$ cat src/shared/txr_tx_ring_map.svh
// Register offsets, field positions, masks and sizes of the queue 1 transmit ring block.
`ifndef TXR_TX_RING_MAP_SVH
`define TXR_TX_RING_MAP_SVH

// Register byte offsets on the AXI4-Lite slave.
`define TXR_ADDR_W 16
`define TXR_ALIGN_MASK 16'hFFFC
`define TXR_OFF_BASE_LO 16'h3900
`define TXR_OFF_BASE_HI 16'h3904
`define TXR_OFF_LEN 16'h3908
`define TXR_OFF_HEAD 16'h3910
`define TXR_OFF_TAIL 16'h3918
`define TXR_OFF_DCTL 16'h3928
`define TXR_OFF_QCTL 16'h3930
`define TXR_OFF_QSTAT 16'h3934

// Writable bit masks; bits outside a mask are stored and read as zero.
`define TXR_MASK_BASE_LO 32'hFFFFFFF0
`define TXR_MASK_BASE_HI 32'hFFFFFFFF
`define TXR_MASK_LEN 32'h000FFF80
`define TXR_MASK_PTR 32'h0000FFFF
`define TXR_MASK_DCTL 32'hFF3FFF3F

// Field positions.
`define TXR_LEN_LSB 7
`define TXR_LEN_MSB 19
`define TXR_PTH_LSB 0
`define TXR_PTH_MSB 5
`define TXR_HTH_LSB 8
`define TXR_HTH_MSB 15
`define TXR_THRESHOLD_UNITS_SELECT_BIT 24
`define TXR_QCTL_EN_BIT 0
`define TXR_QCTL_RST_BIT 1
`define TXR_QSTAT_CNT_LSB 0
`define TXR_QSTAT_CNT_MSB 2
`define TXR_QSTAT_FST_LSB 4
`define TXR_QSTAT_FST_MSB 5
`define TXR_QSTAT_EN_BIT 8

// Sizes: descriptors are 16 bytes, a cache line holds four of them.
`define TXR_DESC_W 128
`define TXR_DESC_SHIFT 4
`define TXR_LINE_SHIFT 2
`define TXR_FIFO_DEPTH 4
`define TXR_CNT_W 3
`define TXR_PTR_W 16
`define TXR_PTR_ONE 16'h0001
`define TXR_PTR_ZERO 16'h0000

// AXI responses.
`define TXR_RESP_OKAY 2'b00
`define TXR_RESP_SLVERR 2'b10

`endif

$ cat src/shared/txr_pkg.sv
// Types shared by the transmit ring block and its bench.
package txr_pkg;
  `include "txr_tx_ring_map.svh"

  // Descriptor fetch engine states, Gray coded along idle, request, wait.
  typedef enum logic [1:0] {
    TXR_IDLE = 2'b00,
    TXR_REQ = 2'b01,
    TXR_WAIT = 2'b11
  } txr_fetch_state_t;

  // AXI4-Lite signals driven by the master.
  typedef struct packed {
    logic awvalid;
    logic [`TXR_ADDR_W-1:0] awaddr;
    logic wvalid;
    logic [31:0] wdata;
    logic [3:0] wstrb;
    logic bready;
    logic arvalid;
    logic [`TXR_ADDR_W-1:0] araddr;
    logic rready;
  } txr_axi_req_t;

  // AXI4-Lite signals driven by the slave.
  typedef struct packed {
    logic awready;
    logic wready;
    logic bvalid;
    logic [1:0] bresp;
    logic arready;
    logic rvalid;
    logic [31:0] rdata;
    logic [1:0] rresp;
  } txr_axi_rsp_t;

  // Descriptor read request to host memory.
  typedef struct packed {
    logic valid;
    logic [63:0] addr;
    logic [`TXR_CNT_W-1:0] count;
  } txr_fetch_t;

  // Whole state of the top module.
  typedef struct packed {
    logic aw_held;
    logic [`TXR_ADDR_W-1:0] awaddr;
    logic w_held;
    logic [31:0] wdata;
    logic [3:0] wstrb;
    logic bvalid;
    logic [1:0] bresp;
    logic rvalid;
    logic [31:0] rdata;
    logic [1:0] rresp;
    logic [31:0] base_lo;
    logic [31:0] base_hi;
    logic [31:0] len;
    logic [`TXR_PTR_W-1:0] head;
    logic [`TXR_PTR_W-1:0] tail;
    logic [31:0] dctl;
    logic enable;
    logic [`TXR_PTR_W-1:0] fetch_ptr;
    logic [`TXR_CNT_W-1:0] outstanding;
    txr_fetch_state_t fst;
    logic [63:0] freq_addr;
    logic [`TXR_CNT_W-1:0] freq_count;
  } txr_state_t;
endpackage : txr_pkg

$ cat src/verilog/txr_tx_ring_queue.sv
// Queue 1 transmit descriptor ring: registers, prefetch engine and on-chip descriptor buffer.
`timescale 1ns/10ps
`default_nettype none
// Functional notes
// - Upper base address word held, 32 bits
// - Length bits 6:0 ignored, read zero
// - Length field stored in bits 19:7
// - Hardware advances 16-bit head per descriptor
// - 16-bit tail marks end of work
// - Process descriptors from head up to tail
// - Prefetch considered when on-chip below threshold
// - Prefetch needs host count at host threshold
// - Thresholds in cache lines or descriptors
// - Reserved upper pointer/length bits read zero
// - Bit 24 selects descriptor units when set
// - Prefetch waits for higher priority DMA
// - Low base address bits 3:0 read zero
module txr_tx_ring_queue (
  // Clock and synchronous reset.
  input wire logic I_SYS_CLK,
  input wire logic I_RST_N,
  // AXI4-Lite register slave.
  input wire txr_pkg::txr_axi_req_t I_AXI,
  output txr_pkg::txr_axi_rsp_t O_AXI,
  // Descriptor fetch request to host memory.
  output txr_pkg::txr_fetch_t O_FETCH,
  input wire logic I_FETCH_READY,
  // Fetched descriptors returning from host memory.
  input wire logic I_DESC_VALID,
  input wire logic [`TXR_DESC_W-1:0] I_DESC_DATA,
  output logic O_DESC_READY,
  // Descriptors handed to the transmit engine.
  output logic O_TXD_VALID,
  output logic [`TXR_DESC_W-1:0] O_TXD_DATA,
  input wire logic I_TXD_READY,
  // Higher priority DMA activity pending.
  input wire logic I_DMA_BUSY
);
  import txr_pkg::*;

  localparam logic [`TXR_CNT_W-1:0] FIFO_DEPTH = `TXR_CNT_W'(`TXR_FIFO_DEPTH);

  txr_state_t s;
  txr_state_t next_s;

  logic awready;
  logic wready;
  logic arready;
  logic aw_fire;
  logic w_fire;
  logic ar_fire;
  logic do_write;
  logic [`TXR_ADDR_W-1:0] wr_addr;
  logic [31:0] wr_data;
  logic [3:0] wr_strb;
  logic [`TXR_ADDR_W-1:0] wr_word;
  logic [`TXR_ADDR_W-1:0] rd_word;
  logic [`TXR_PTR_W-1:0] entries;
  logic [`TXR_PTR_W-1:0] head_next;
  logic [`TXR_PTR_W-1:0] fetch_next;
  logic [`TXR_PTR_W-1:0] host_count;
  logic [`TXR_PTR_W-1:0] to_end;
  logic [`TXR_PTR_W-1:0] onchip;
  logic [`TXR_PTR_W-1:0] onchip_units;
  logic [`TXR_PTR_W-1:0] host_units;
  logic [`TXR_PTR_W-1:0] req_count;
  logic [`TXR_CNT_W-1:0] fifo_count;
  logic [`TXR_CNT_W-1:0] free_slots;
  logic fifo_flush;
  logic desc_fire;
  logic txd_fire;
  logic want_fetch;
  logic threshold_units_select_desc;

  // Merges written bytes into the old value and clears bits outside the mask.
  function automatic logic [31:0] merge(input logic [31:0] old, input logic [31:0] data,
                                        input logic [3:0] strb, input logic [31:0] mask);
    logic [31:0] m;
    m = old;
    for (int i = 0; i < 4; i++) begin
      if (strb[i]) begin
        m[i*8 +: 8] = data[i*8 +: 8];
      end
    end
    return m & mask;
  endfunction : merge

  // Handshake outputs come straight from the holding state; data outputs are registered.
  assign awready = !s.aw_held && !s.bvalid;
  assign wready = !s.w_held && !s.bvalid;
  assign arready = !s.rvalid;
  assign aw_fire = I_AXI.awvalid && awready;
  assign w_fire = I_AXI.wvalid && wready;
  assign ar_fire = I_AXI.arvalid && arready;
  assign do_write = (s.aw_held || aw_fire) && (s.w_held || w_fire) && !s.bvalid;
  assign wr_addr = s.aw_held ? s.awaddr : I_AXI.awaddr;
  assign wr_data = s.w_held ? s.wdata : I_AXI.wdata;
  assign wr_strb = s.w_held ? s.wstrb : I_AXI.wstrb;
  assign wr_word = wr_addr & `TXR_ALIGN_MASK;
  assign rd_word = I_AXI.araddr & `TXR_ALIGN_MASK;

  always_comb begin
    O_AXI.awready = awready;
    O_AXI.wready = wready;
    O_AXI.bvalid = s.bvalid;
    O_AXI.bresp = s.bresp;
    O_AXI.arready = arready;
    O_AXI.rvalid = s.rvalid;
    O_AXI.rdata = s.rdata;
    O_AXI.rresp = s.rresp;
  end

  // The fetch request stands from its registered address until the memory side takes it.
  always_comb begin
    O_FETCH.valid = (s.fst == TXR_REQ);
    O_FETCH.addr = s.freq_addr;
    O_FETCH.count = s.freq_count;
  end

  // Ring size in entries is the byte length divided by the descriptor size.
  assign entries = `TXR_PTR_W'(s.len[`TXR_LEN_MSB:`TXR_DESC_SHIFT]);

  // Pointer steppers for the processing head and the fetch position.
  txr_ring_step u_head_step (
    .i_ptr(s.head),
    .i_entries(entries),
    .o_next(head_next)
  );

  txr_ring_step u_fetch_step (
    .i_ptr(s.fetch_ptr),
    .i_entries(entries),
    .o_next(fetch_next)
  );

  // On-chip descriptor buffer; its ready is the back-pressure toward host memory.
  txr_fifo #(
    .WIDTH(`TXR_DESC_W),
    .DEPTH(`TXR_FIFO_DEPTH)
  ) u_desc_fifo (
    .i_clk(I_SYS_CLK),
    .i_rst_n(I_RST_N),
    .i_flush(fifo_flush),
    .i_valid(I_DESC_VALID),
    .i_data(I_DESC_DATA),
    .o_ready(O_DESC_READY),
    .o_valid(O_TXD_VALID),
    .o_data(O_TXD_DATA),
    .i_ready(I_TXD_READY),
    .o_count(fifo_count)
  );

  assign desc_fire = I_DESC_VALID && O_DESC_READY;
  assign txd_fire = O_TXD_VALID && I_TXD_READY;

  // A head rewrite or a transmit reset invalidates every on-chip descriptor.
  assign fifo_flush = do_write && ((wr_word == `TXR_OFF_HEAD) ||
                      ((wr_word == `TXR_OFF_QCTL) && wr_strb[0] &&
                       wr_data[`TXR_QCTL_RST_BIT]));

  // Descriptors waiting in host memory lie from the fetch position up to the tail.
  always_comb begin
    if (s.tail >= s.fetch_ptr) begin
      host_count = s.tail - s.fetch_ptr;
    end else begin
      host_count = entries - s.fetch_ptr + s.tail;
    end
    to_end = entries - s.fetch_ptr;
  end

  // Threshold comparison in descriptor or cache-line units.
  always_comb begin
    threshold_units_select_desc = s.dctl[`TXR_THRESHOLD_UNITS_SELECT_BIT];
    onchip = `TXR_PTR_W'(fifo_count) + `TXR_PTR_W'(s.outstanding);
    free_slots = FIFO_DEPTH - fifo_count - s.outstanding;
    if (threshold_units_select_desc) begin
      onchip_units = onchip;
      host_units = host_count;
    end else begin
      onchip_units = onchip >> `TXR_LINE_SHIFT;
      host_units = host_count >> `TXR_LINE_SHIFT;
    end
  end

  // Prefetch only below the on-chip threshold, with enough host work and a quiet bus.
  always_comb begin
    want_fetch = s.enable && (free_slots != '0) && (host_count != '0) &&
                 (onchip_units < `TXR_PTR_W'(s.dctl[`TXR_PTH_MSB:`TXR_PTH_LSB])) &&
                 (host_units >= `TXR_PTR_W'(s.dctl[`TXR_HTH_MSB:`TXR_HTH_LSB])) &&
                 !I_DMA_BUSY;
    req_count = host_count;
    if (req_count > to_end) begin
      req_count = to_end;
    end
    if (req_count > `TXR_PTR_W'(free_slots)) begin
      req_count = `TXR_PTR_W'(free_slots);
    end
  end

  // Next state: register slave, pointer tracking and fetch sequencing.
  always_comb begin
    next_s = s;

    // Write channel capture; address and data may arrive in either order.
    if (aw_fire && !do_write) begin
      next_s.aw_held = 1'b1;
      next_s.awaddr = I_AXI.awaddr;
    end
    if (w_fire && !do_write) begin
      next_s.w_held = 1'b1;
      next_s.wdata = I_AXI.wdata;
      next_s.wstrb = I_AXI.wstrb;
    end
    if (s.bvalid && I_AXI.bready) begin
      next_s.bvalid = 1'b0;
    end

    // Hardware pointer motion: one entry per descriptor handed on.
    if (txd_fire) begin
      next_s.head = head_next;
    end
    if (desc_fire && (s.outstanding != '0)) begin
      next_s.outstanding = next_s.outstanding - `TXR_CNT_W'(1);
    end

    // Fetch sequencer.
    case (s.fst)
      TXR_IDLE: begin
        if (want_fetch) begin
          next_s.freq_addr = {s.base_hi, s.base_lo} +
                             {44'h0, s.fetch_ptr, 4'h0};
          next_s.freq_count = req_count[`TXR_CNT_W-1:0];
          next_s.fst = TXR_REQ;
        end
      end
      TXR_REQ: begin
        if (I_FETCH_READY) begin
          next_s.outstanding = next_s.outstanding + s.freq_count;
          next_s.fetch_ptr = s.fetch_ptr + `TXR_PTR_W'(s.freq_count);
          if (next_s.fetch_ptr >= entries) begin
            next_s.fetch_ptr = `TXR_PTR_ZERO;
          end
          next_s.fst = TXR_WAIT;
        end
      end
      TXR_WAIT: begin
        if (next_s.outstanding == '0) begin
          next_s.fst = TXR_IDLE;
        end
      end
      default: begin
        next_s.fst = TXR_IDLE;
      end
    endcase

    // Register write, with the response one cycle after both halves are in.
    if (do_write) begin
      next_s.aw_held = 1'b0;
      next_s.w_held = 1'b0;
      next_s.bvalid = 1'b1;
      next_s.bresp = `TXR_RESP_OKAY;
      if (wr_word == `TXR_OFF_BASE_LO) begin
        next_s.base_lo = merge(s.base_lo, wr_data, wr_strb, `TXR_MASK_BASE_LO);
      end else if (wr_word == `TXR_OFF_BASE_HI) begin
        next_s.base_hi = merge(s.base_hi, wr_data, wr_strb, `TXR_MASK_BASE_HI);
      end else if (wr_word == `TXR_OFF_LEN) begin
        next_s.len = merge(s.len, wr_data, wr_strb, `TXR_MASK_LEN);
      end else if (wr_word == `TXR_OFF_HEAD) begin
        // Rewriting the head restarts fetching from there and drops buffered work.
        next_s.head = `TXR_PTR_W'(merge(32'(s.head), wr_data, wr_strb, `TXR_MASK_PTR));
        next_s.fetch_ptr = next_s.head;
        next_s.outstanding = '0;
      end else if (wr_word == `TXR_OFF_TAIL) begin
        next_s.tail = `TXR_PTR_W'(merge(32'(s.tail), wr_data, wr_strb,
                                        `TXR_MASK_PTR));
      end else if (wr_word == `TXR_OFF_DCTL) begin
        next_s.dctl = merge(s.dctl, wr_data, wr_strb, `TXR_MASK_DCTL);
      end else if (wr_word == `TXR_OFF_QCTL) begin
        if (wr_strb[0]) begin
          next_s.enable = wr_data[`TXR_QCTL_EN_BIT];
          if (wr_data[`TXR_QCTL_RST_BIT]) begin
            // Transmit reset clears the ring state but keeps base and thresholds.
            next_s.head = `TXR_PTR_ZERO;
            next_s.tail = `TXR_PTR_ZERO;
            next_s.len = '0;
            next_s.fetch_ptr = `TXR_PTR_ZERO;
            next_s.outstanding = '0;
            next_s.fst = TXR_IDLE;
            next_s.enable = 1'b0;
          end
        end
      end else if (wr_word == `TXR_OFF_QSTAT) begin
        next_s.bresp = `TXR_RESP_OKAY;
      end else begin
        next_s.bresp = `TXR_RESP_SLVERR;
      end
    end

    // Register read; the answer is registered and stands until rready.
    if (s.rvalid && I_AXI.rready) begin
      next_s.rvalid = 1'b0;
    end
    if (ar_fire) begin
      next_s.rvalid = 1'b1;
      next_s.rresp = `TXR_RESP_OKAY;
      next_s.rdata = '0;
      if (rd_word == `TXR_OFF_BASE_LO) begin
        next_s.rdata = s.base_lo;
      end else if (rd_word == `TXR_OFF_BASE_HI) begin
        next_s.rdata = s.base_hi;
      end else if (rd_word == `TXR_OFF_LEN) begin
        next_s.rdata = s.len;
      end else if (rd_word == `TXR_OFF_HEAD) begin
        next_s.rdata = 32'(s.head);
      end else if (rd_word == `TXR_OFF_TAIL) begin
        next_s.rdata = 32'(s.tail);
      end else if (rd_word == `TXR_OFF_DCTL) begin
        next_s.rdata = s.dctl;
      end else if (rd_word == `TXR_OFF_QCTL) begin
        next_s.rdata[`TXR_QCTL_EN_BIT] = s.enable;
      end else if (rd_word == `TXR_OFF_QSTAT) begin
        next_s.rdata[`TXR_QSTAT_CNT_MSB:`TXR_QSTAT_CNT_LSB] = fifo_count;
        next_s.rdata[`TXR_QSTAT_FST_MSB:`TXR_QSTAT_FST_LSB] = s.fst;
        next_s.rdata[`TXR_QSTAT_EN_BIT] = s.enable;
      end else begin
        next_s.rresp = `TXR_RESP_SLVERR;
      end
    end
  end

  // State register; device reset clears everything, pointers and length included.
  always_ff @(posedge I_SYS_CLK) begin
    if (!I_RST_N) begin
      s <= '0;
    end else begin
      s <= next_s;
    end
  end
endmodule : txr_tx_ring_queue
`default_nettype wire

$ cat src/verilog/txr_ring_step.sv
// Advance of a ring pointer by one entry with wrap at the ring end.
`timescale 1ns/10ps
`default_nettype none
module txr_ring_step (
  // Pointer and ring size in descriptor entries.
  input wire logic [15:0] i_ptr,
  input wire logic [15:0] i_entries,
  // Next pointer.
  output logic [15:0] o_next
);
  import txr_pkg::*;

  logic [15:0] plus_one;

  // An empty ring or the last entry both return to entry zero.
  always_comb begin
    plus_one = i_ptr + `TXR_PTR_ONE;
    if (plus_one >= i_entries) begin
      o_next = `TXR_PTR_ZERO;
    end else begin
      o_next = plus_one;
    end
  end
endmodule : txr_ring_step
`default_nettype wire

$ cat src/verilog/txr_fifo.sv
// Small synchronous FIFO with flush, valid and ready on both sides.
`timescale 1ns/10ps
`default_nettype none
module txr_fifo #(
  parameter int WIDTH = 128,
  parameter int DEPTH = 4
) (
  // Clock and synchronous reset.
  input wire logic i_clk,
  input wire logic i_rst_n,
  input wire logic i_flush,
  // Filling side.
  input wire logic i_valid,
  input wire logic [WIDTH-1:0] i_data,
  output logic o_ready,
  // Draining side.
  output logic o_valid,
  output logic [WIDTH-1:0] o_data,
  input wire logic i_ready,
  // Fill level.
  output logic [$clog2(DEPTH):0] o_count
);
  import txr_pkg::*;

  localparam int AW = $clog2(DEPTH);
  localparam logic [AW-1:0] PTR_ONE = AW'(1);
  localparam logic [AW:0] CNT_ONE = (AW+1)'(1);
  localparam logic [AW:0] CNT_FULL = (AW+1)'(DEPTH);

  typedef struct packed {
    logic [DEPTH-1:0][WIDTH-1:0] mem;
    logic [AW-1:0] wr;
    logic [AW-1:0] rd;
    logic [AW:0] count;
  } fifo_state_t;

  fifo_state_t s;
  fifo_state_t next_s;
  logic push;
  logic pop;

  // Ready and valid follow the true fill level, so the source feels back-pressure.
  assign o_ready = (s.count != CNT_FULL);
  assign o_valid = (s.count != '0);
  assign o_data = s.mem[s.rd];
  assign o_count = s.count;
  assign push = i_valid && o_ready;
  assign pop = o_valid && i_ready;

  // Pointer and level update; a flush drops every stored word.
  always_comb begin
    next_s = s;
    if (push) begin
      next_s.mem[s.wr] = i_data;
      next_s.wr = s.wr + PTR_ONE;
    end
    if (pop) begin
      next_s.rd = s.rd + PTR_ONE;
    end
    if (push && !pop) begin
      next_s.count = s.count + CNT_ONE;
    end else if (pop && !push) begin
      next_s.count = s.count - CNT_ONE;
    end
    if (i_flush) begin
      next_s.wr = '0;
      next_s.rd = '0;
      next_s.count = '0;
    end
  end

  // State register.
  always_ff @(posedge i_clk) begin
    if (!i_rst_n) begin
      s <= '0;
    end else begin
      s <= next_s;
    end
  end
endmodule : txr_fifo
`default_nettype wire

$ cat config.mk
export PLATFORM = sky130hd
export DESIGN_NAME = txr_tx_ring_queue
export DESIGN_NICKNAME = d
export VERILOG_FILES = /design/src/shared/txr_pkg.sv /design/src/verilog/txr_tx_ring_queue.sv /design/src/verilog/txr_ring_step.sv /design/src/verilog/txr_fifo.sv
export VERILOG_INCLUDE_DIRS = /design/src /design/src/shared
export SDC_FILE = /design/constraint.sdc
export NUM_CORES = 2
export LEC_CHECK = 0
export ABC_AREA = 1
export BUFFER_PORTS_ARGS = -buffer_cell sky130_fd_sc_hd__buf_2
export CAP_MARGIN = 25
export CORE_MARGIN = 2
export CORE_UTILIZATION = 25
export CTS_CLUSTER_DIAMETER = 50
export DETAILED_ROUTE_END_ITERATION = 6
export PLACE_DENSITY = 0.38
export SKIP_LAST_GASP = 1
export SYNTH_ARGS = -nofsm -noshare
export SYNTH_HDL_FRONTEND = slang
export SYNTH_SLANG_ARGS = --single-unit
$ cat constraint.sdc
create_clock -name I_SYS_CLK -period 15.5 [get_ports I_SYS_CLK]
set_input_delay 2.325 -clock I_SYS_CLK [delete_from_list [all_inputs] [get_ports I_SYS_CLK]]
set_output_delay 2.325 -clock I_SYS_CLK [all_outputs]
set_load 0.1 [all_outputs]
# ---- Word-level counts from Yosys, hierarchy flattened
# Cells that the tools add are included.
dict set report word_totals {
  output_inout_bits 239
  wordCells 270
  inputBits 207
  reg_bits 852
}
dict set report classes {
  mux 93
  n_reduce_logical 73
  bitwise 7
  n_eq_ne 30
  add_sub_neg 15
  n_lt_le_gt_ge 10
}
# operator n
set op_table {}
lappend op_table {{$bwmux 512} 1}
lappend op_table {{$mux 86} 4}
lappend op_table {{$mux 32} 9}
lappend op_table {{$bmux 128 s2} 1}
lappend op_table {{$demux 128 s2} 1}
lappend op_table {{$mux 128} 2}
lappend op_table {{$mux 64} 4}
lappend op_table {{$eq 14x12->1 const B} 16}
lappend op_table {{$mux 16} 9}
lappend op_table {{$mux 22} 4}
lappend op_table {{$mux 69} 1}
lappend op_table {{$add 64x20->64} 1}
lappend op_table {{$mux 8} 7}
lappend op_table {{$mux 54} 1}
lappend op_table {{$reduce_and 10->1} 5}
lappend op_table {{$mux 49} 1}
lappend op_table {{$ge 16x16->1} 3}
lappend op_table {{$mux 48} 1}
lappend op_table {{$mux 2} 22}
lappend op_table {{$mux 19} 2}
lappend op_table {{$mux 35} 1}
lappend op_table {{$reduce_and 8->1} 4}
lappend op_table {{$sub 16x16->16} 2}
lappend op_table {{$logic_and 1x1->1} 25}
lappend op_table {{41 further kinds} 101}

# ---- Logic depth before layout (Yosys ltp)
dict set report logic_depth {
  word_depth 20
  ltp_mapped 42
  ltp_nobuf 42
}

# ---- Cells and area by module
# From an unflattened synthesis, not the netlist that was laid out.
dict set report unflattened {
  cells_unflattened 8127
  hier_area_um2 50737.4
}
# module cells_each seq_area_each_um2 area_each_um2 instances
set by_module_without_submodules {}
lappend by_module_without_submodules {txr_fifo 4783 10390.0 29022.8 1}
lappend by_module_without_submodules {txr_tx_ring_queue 3175 6125.9 20799.9 1}
lappend by_module_without_submodules {txr_ring_step 169 0.0 914.6 1}

# ---- Worst setup path before layout
# No wires, ideal clock.
dict set report synth_path {
  path_type {reg2reg}
  start {register s[78] (netlist bit)}
  end {register s (netlist bit O_FETCH[1])}
  stages_incl_launch_ff 41
  setup_ps 109
  period_less_slack_ps 5282
  t_arrival_ps 5173
  setup_slack_ps 10218
  t_required_ps 15391
  n_path_buf 0
  path_cell_list {dfxtp_1 -> inv_1 -> ha_1 -> nand2_1 -> o21ai_0 -> inv_1 -> nand2_1 -> nand2_1 -> nand2_1 -> xor2_1 -> inv_1 -> ha_1 -> a21oi_1 -> o21ai_0 -> inv_1 -> o21ai_0 -> a21oi_1 -> inv_1 -> [... 5 more ...] -> nand4_1 -> nor3_1 -> o21ai_0 -> a21boi_1 -> o21ai_0 -> ha_1 -> nand2_1 -> nor2_1 -> a211oi_1 -> a31oi_1 -> a21oi_1 -> nand2_1 -> nor2_1 -> nand2_1 -> nand2_1 -> nand3_1 -> nand2_1 -> inv_1}
}
dict set report synth_between {
  elab_chain_len 9
  word_cells_on_any_way 17
  cone_classes {3 x add/sub; 4 x order compare; 4 x mux; 6 x reduce/logical}
}
# element line_no
set synth_lines {}
lappend synth_lines {{from (decl)} txr_tx_ring_queue.sv:43} ;# txr_state_t s;
lappend synth_lines {{from (signal assigned)} txr_tx_ring_queue.sv:336} ;# s <= next_s;
lappend synth_lines {{parallel branches: the longest is 9 deep, another holds $sub 16x16->16} n/a}
# Several ways; the timed one is not identified.
# A chain may end at the register's enable or synchronous reset.

# ---- Worst setup path after layout
dict set report layout_path {
  start {register s[73] (netlist bit)}
  end {register s (netlist bit O_FETCH[1])}
}
# Same word-level chain as after synthesis.

==> impl.org <==
** Outcome
- The run finished with clean final reports.

** Worst setup path
- On the critical path, the stage with the largest delay is an instance of dfxtp_1.
- CP arrival :: 7.60 ns
- The worst setup path is captured at a register.
- Critical path required time :: 16.16 ns
- In this run the worst path has a maximum fanout of 7.
- In this run the critical register-to-register path is launched from s[73].
- Stage delay of the slowest cell on the critical path :: 0.53 ns
- Tracing the worst setup path back leads to its startpoint at s[73].
- Critical path start-end classification :: register to register
- Cell mode on critical path :: nand2_1
- Critical path launch point type :: register

** STA
- After routing, the total negative slack on setup checks comes to 0 ns.
- Hold_ws :: 0.4548 ns
- Peak clock frequency supported by timing :: 144.0 MHz
- Portion of the clock cycle consumed by the worst path in the final layout :: 0.4479
- Unrepaired setup endpoints after global routing :: false
- Min Clock Period, post-route :: 6.942 ns
- Worst Tran Pin Value :: 1.148 ns
- Clock skew on the completed layout was measured at 0.06215 ns.
- Headroom to the max-slew limit :: 0.2349
- Hold violation total from the final report :: 0
- Setup violations remaining at the end of the flow were counted as 0.
- Final count of pins violating max slew :: 0

** Clocking
- Once the clock tree was built, the resizer swapped 0 gates to a different size.
- Worst-path clk slew :: 0.06 ns
- Setup Buffers After CTS :: 0
- Count of H-tree levels built during CTS :: 4
- Hold repair after CTS inserted 0 buffers.
- Clock latency on the worst-skew pair, taken at its later pin, is 0.81 ns.
- Clock tree synthesis inserted a total of 139 buffers.
- No sink is reached through more buffers than the 3 on the longest clock path.
- Clock root cell :: clkbuf_16
- The clock net in this run drives a total of 825 sinks.
- TritonCTS built the clock tree.

** Drt
- In the routed design, unresolved DRC markers number 0.
- The first TritonRoute pass finished after 6 iterations.
- Final WL :: 184100 um
- Using the TritonRoute via totals, the vias-per-cell ratio works out to 4.880.
- Detailed Route Iter0 Violations :: 2929
- In this run the remaining antenna-violating nets after routing total 0.
- After detailed routing, the average wire length per cell comes to 20.91 um.
- Number of vias in the routed layout :: 42.97k

** Logic synthesis
- A synthesized cell averages 6.876 um2.
- Commonest register cell after synthesis :: dfxtp_1
- The share of synthesized area in the top cell type comes to 0.3838.
- The synthesized design contains 825 register bits.
- Async set or reset register ratio after synthesis :: 0
- Cell taking the most area after synthesis :: dfxtp_1
- Cell count after synthesis :: 6258
- Post-synthesis sequential area ratio :: 0.3838
- Synth Warn # :: 0
- Library cells used by synthesis :: 64
- The synthesized design contains 0 enable-type register cells.
- After synthesis the cells add up to 43030 um2.
- By area the synthesized netlist is led by dfxtp_1, nand2_1, a21oi_1.

** Final layout
- Post-layout net count :: 6720
- Summed area of non-filler cells in the final layout :: 51370 um2
- Fin cells :: 8806
- Commonest cells after routing, fill and taps aside :: nand2_1, dfxtp_1, a21oi_1
- Number of fill cells in the layout :: 18.89k
- Of the cells placed in the final design, the portion with a size suffix greater than 1 is 0.1252.
- Leaving out fill and tap cells, the most frequent cell in the layout is nand2_1.
- Compared with the post-synthesis result, the final layout area differs by 19.37%.

** Place
- Port buffering added 435 buffers.
- Total cell area at the placement stage :: 46220 um2
- The HPWL after detailed placement is 121200 um.
- Counting tap cells, the placed design contains a total of 8537 instances.
- At the end of routability-driven placement, the weighted congestion stood at 0.8720.

** Min path
- Kind of path behind the tightest hold check :: register to register
- Worst min-delay path startpoint :: s[109]

** Flow run
- Across the run, the number of max-cap violations was 0.

** Floorplanning
- Starting utilization of the core area :: 0.2511
- The floorplan step defined a die boundary enclosing 175500 um2.
- Core Rows :: 152
- Ports placed on the boundary :: 446
- Height of the chip :: 418.9 um
- After floorplanning, the core was sized to cover 171400 um2.
- Horiz. Die Dim :: 418.9 um

** Global routing
- Number of antenna violations at the first check in global routing :: 49
- Maximum number of pins on one net before global-route repair :: 214
- The first global-routing pass estimated 271100 um of wire.
- After global routing the overflow that remains totals 0.
- The via count of the first global-routing pass came to 41.15k.
- Global-route total usage across every layer :: 0.2032

** Power
- In this run the static leakage power is 0.02038 uW.
- Overall power of the completed layout :: 8480 uW
- In this run the power density over the cells is 165.1 nW/um2.
- VDD sags by at most 0.1293 mV.
cells in the mapped netlist (all sizes together) (6+ instances only):
| master | instances |
|---|---|
| a211oi | 18 |
| a21oi | 803 |
| a31oi | 6 |
| buf | 192 |
| clkbuf | 334 |
| clkinv | 8 |
| dfxtp | 825 |
| fa | 8 |
| ha | 134 |
| inv | 430 |
| nand2 | 1151 |
| nand3 | 632 |
| nand3b | 14 |
| nand4 | 32 |
| nor2 | 672 |
| nor3 | 52 |
| nor4 | 17 |
| o2111ai | 12 |
| o211ai | 6 |
| o21a | 12 |
| o21ai | 578 |
| o21bai | 7 |
| o221ai | 20 |
| o22ai | 147 |
| or2 | 19 |
| xnor2 | 15 |
| xor2 | 90 |
per-layer routing:
metal	wire, um	GRT usage	up-vias
li1	-	-	21160
met1	80150	0.2562	20410
met2	89330	0.3487	1081
met3	9729	0.03836	292
met4	4667	0.06168	36
met5	230	0	-
flip-flops by register name, indices dropped and copies added, names as in the netlist:
| signal | cells |
|---|---|
| u_desc_fifo.s | 516 |
| O_AXI | 36 |
| entries | 13 |
| O_FETCH | 63 |
| u_desc_fifo.o_count | 3 |
| s | 194 |
critical path: cells and delay by family, from the launching register on:
| family | cells | cell delay (ns) |
|---|---|---|
| buffers and inverters | 5 | 0.58 |
| DFF | 1 | 0.53 |
| AOI/OAI and AO/OA | 10 | 1.88 |
| adders and majority gates | 4 | 1.29 |
| and+or+nand+nor | 21 | 2.55 |
kinds of logic after synthesis:
family,Yosys count,synth area share
AND/OR/NAND/NOR,2592,0.2541
AO/OA/AOI/OAI,1627,0.2016
buffers and inverters,964,0.09584
flip-flops,825,0.3838
adder cells (fa/ha/maj),142,0.04268
XOR/XNOR,105,0.02137
multiplexers,2,0.0004652
other,1,0.00008715
area by class of cell:
class,count,area (um2),area share
Antenna cell,10,25.02,0.0004872
Multi-Input combinational cell,4474,22500,0.4380
Clock inverter,88,1305,0.02541
Timing Repair Buffer,493,2716,0.05288
Tap cell,2310,2890,0.05627
Sequential cell,825,16520,0.3217
Inverter,438,1669,0.03249
Clock buffer,168,3737,0.07276
report_power, final:
group	total, uW	switching [uW]	internal [uW]
combinational	2790	2320	479
clock	3340	1250	2090
sequential	2340	91.2	2250
total	8480	3660	4820
through the flow:
step	util	setup WS (ns)
finish	0.2998	8.558
global route	0.2997	7.645
CTS	0.2991	8.538
detailed placement	0.2697	8.561
global placement	0.2696	8.494
floorplan	-	10.22
path summary, 6_finish.rpt:
kind	to	slack, ns	depth (start not counted)
max	O_FETCH[1]	8.56	40
min	s[109]	0.45	2
min reg2reg	s[109]	0.45	2
max reg2reg	O_FETCH[1]	8.56	40
(Power assumes the default switching activity.)
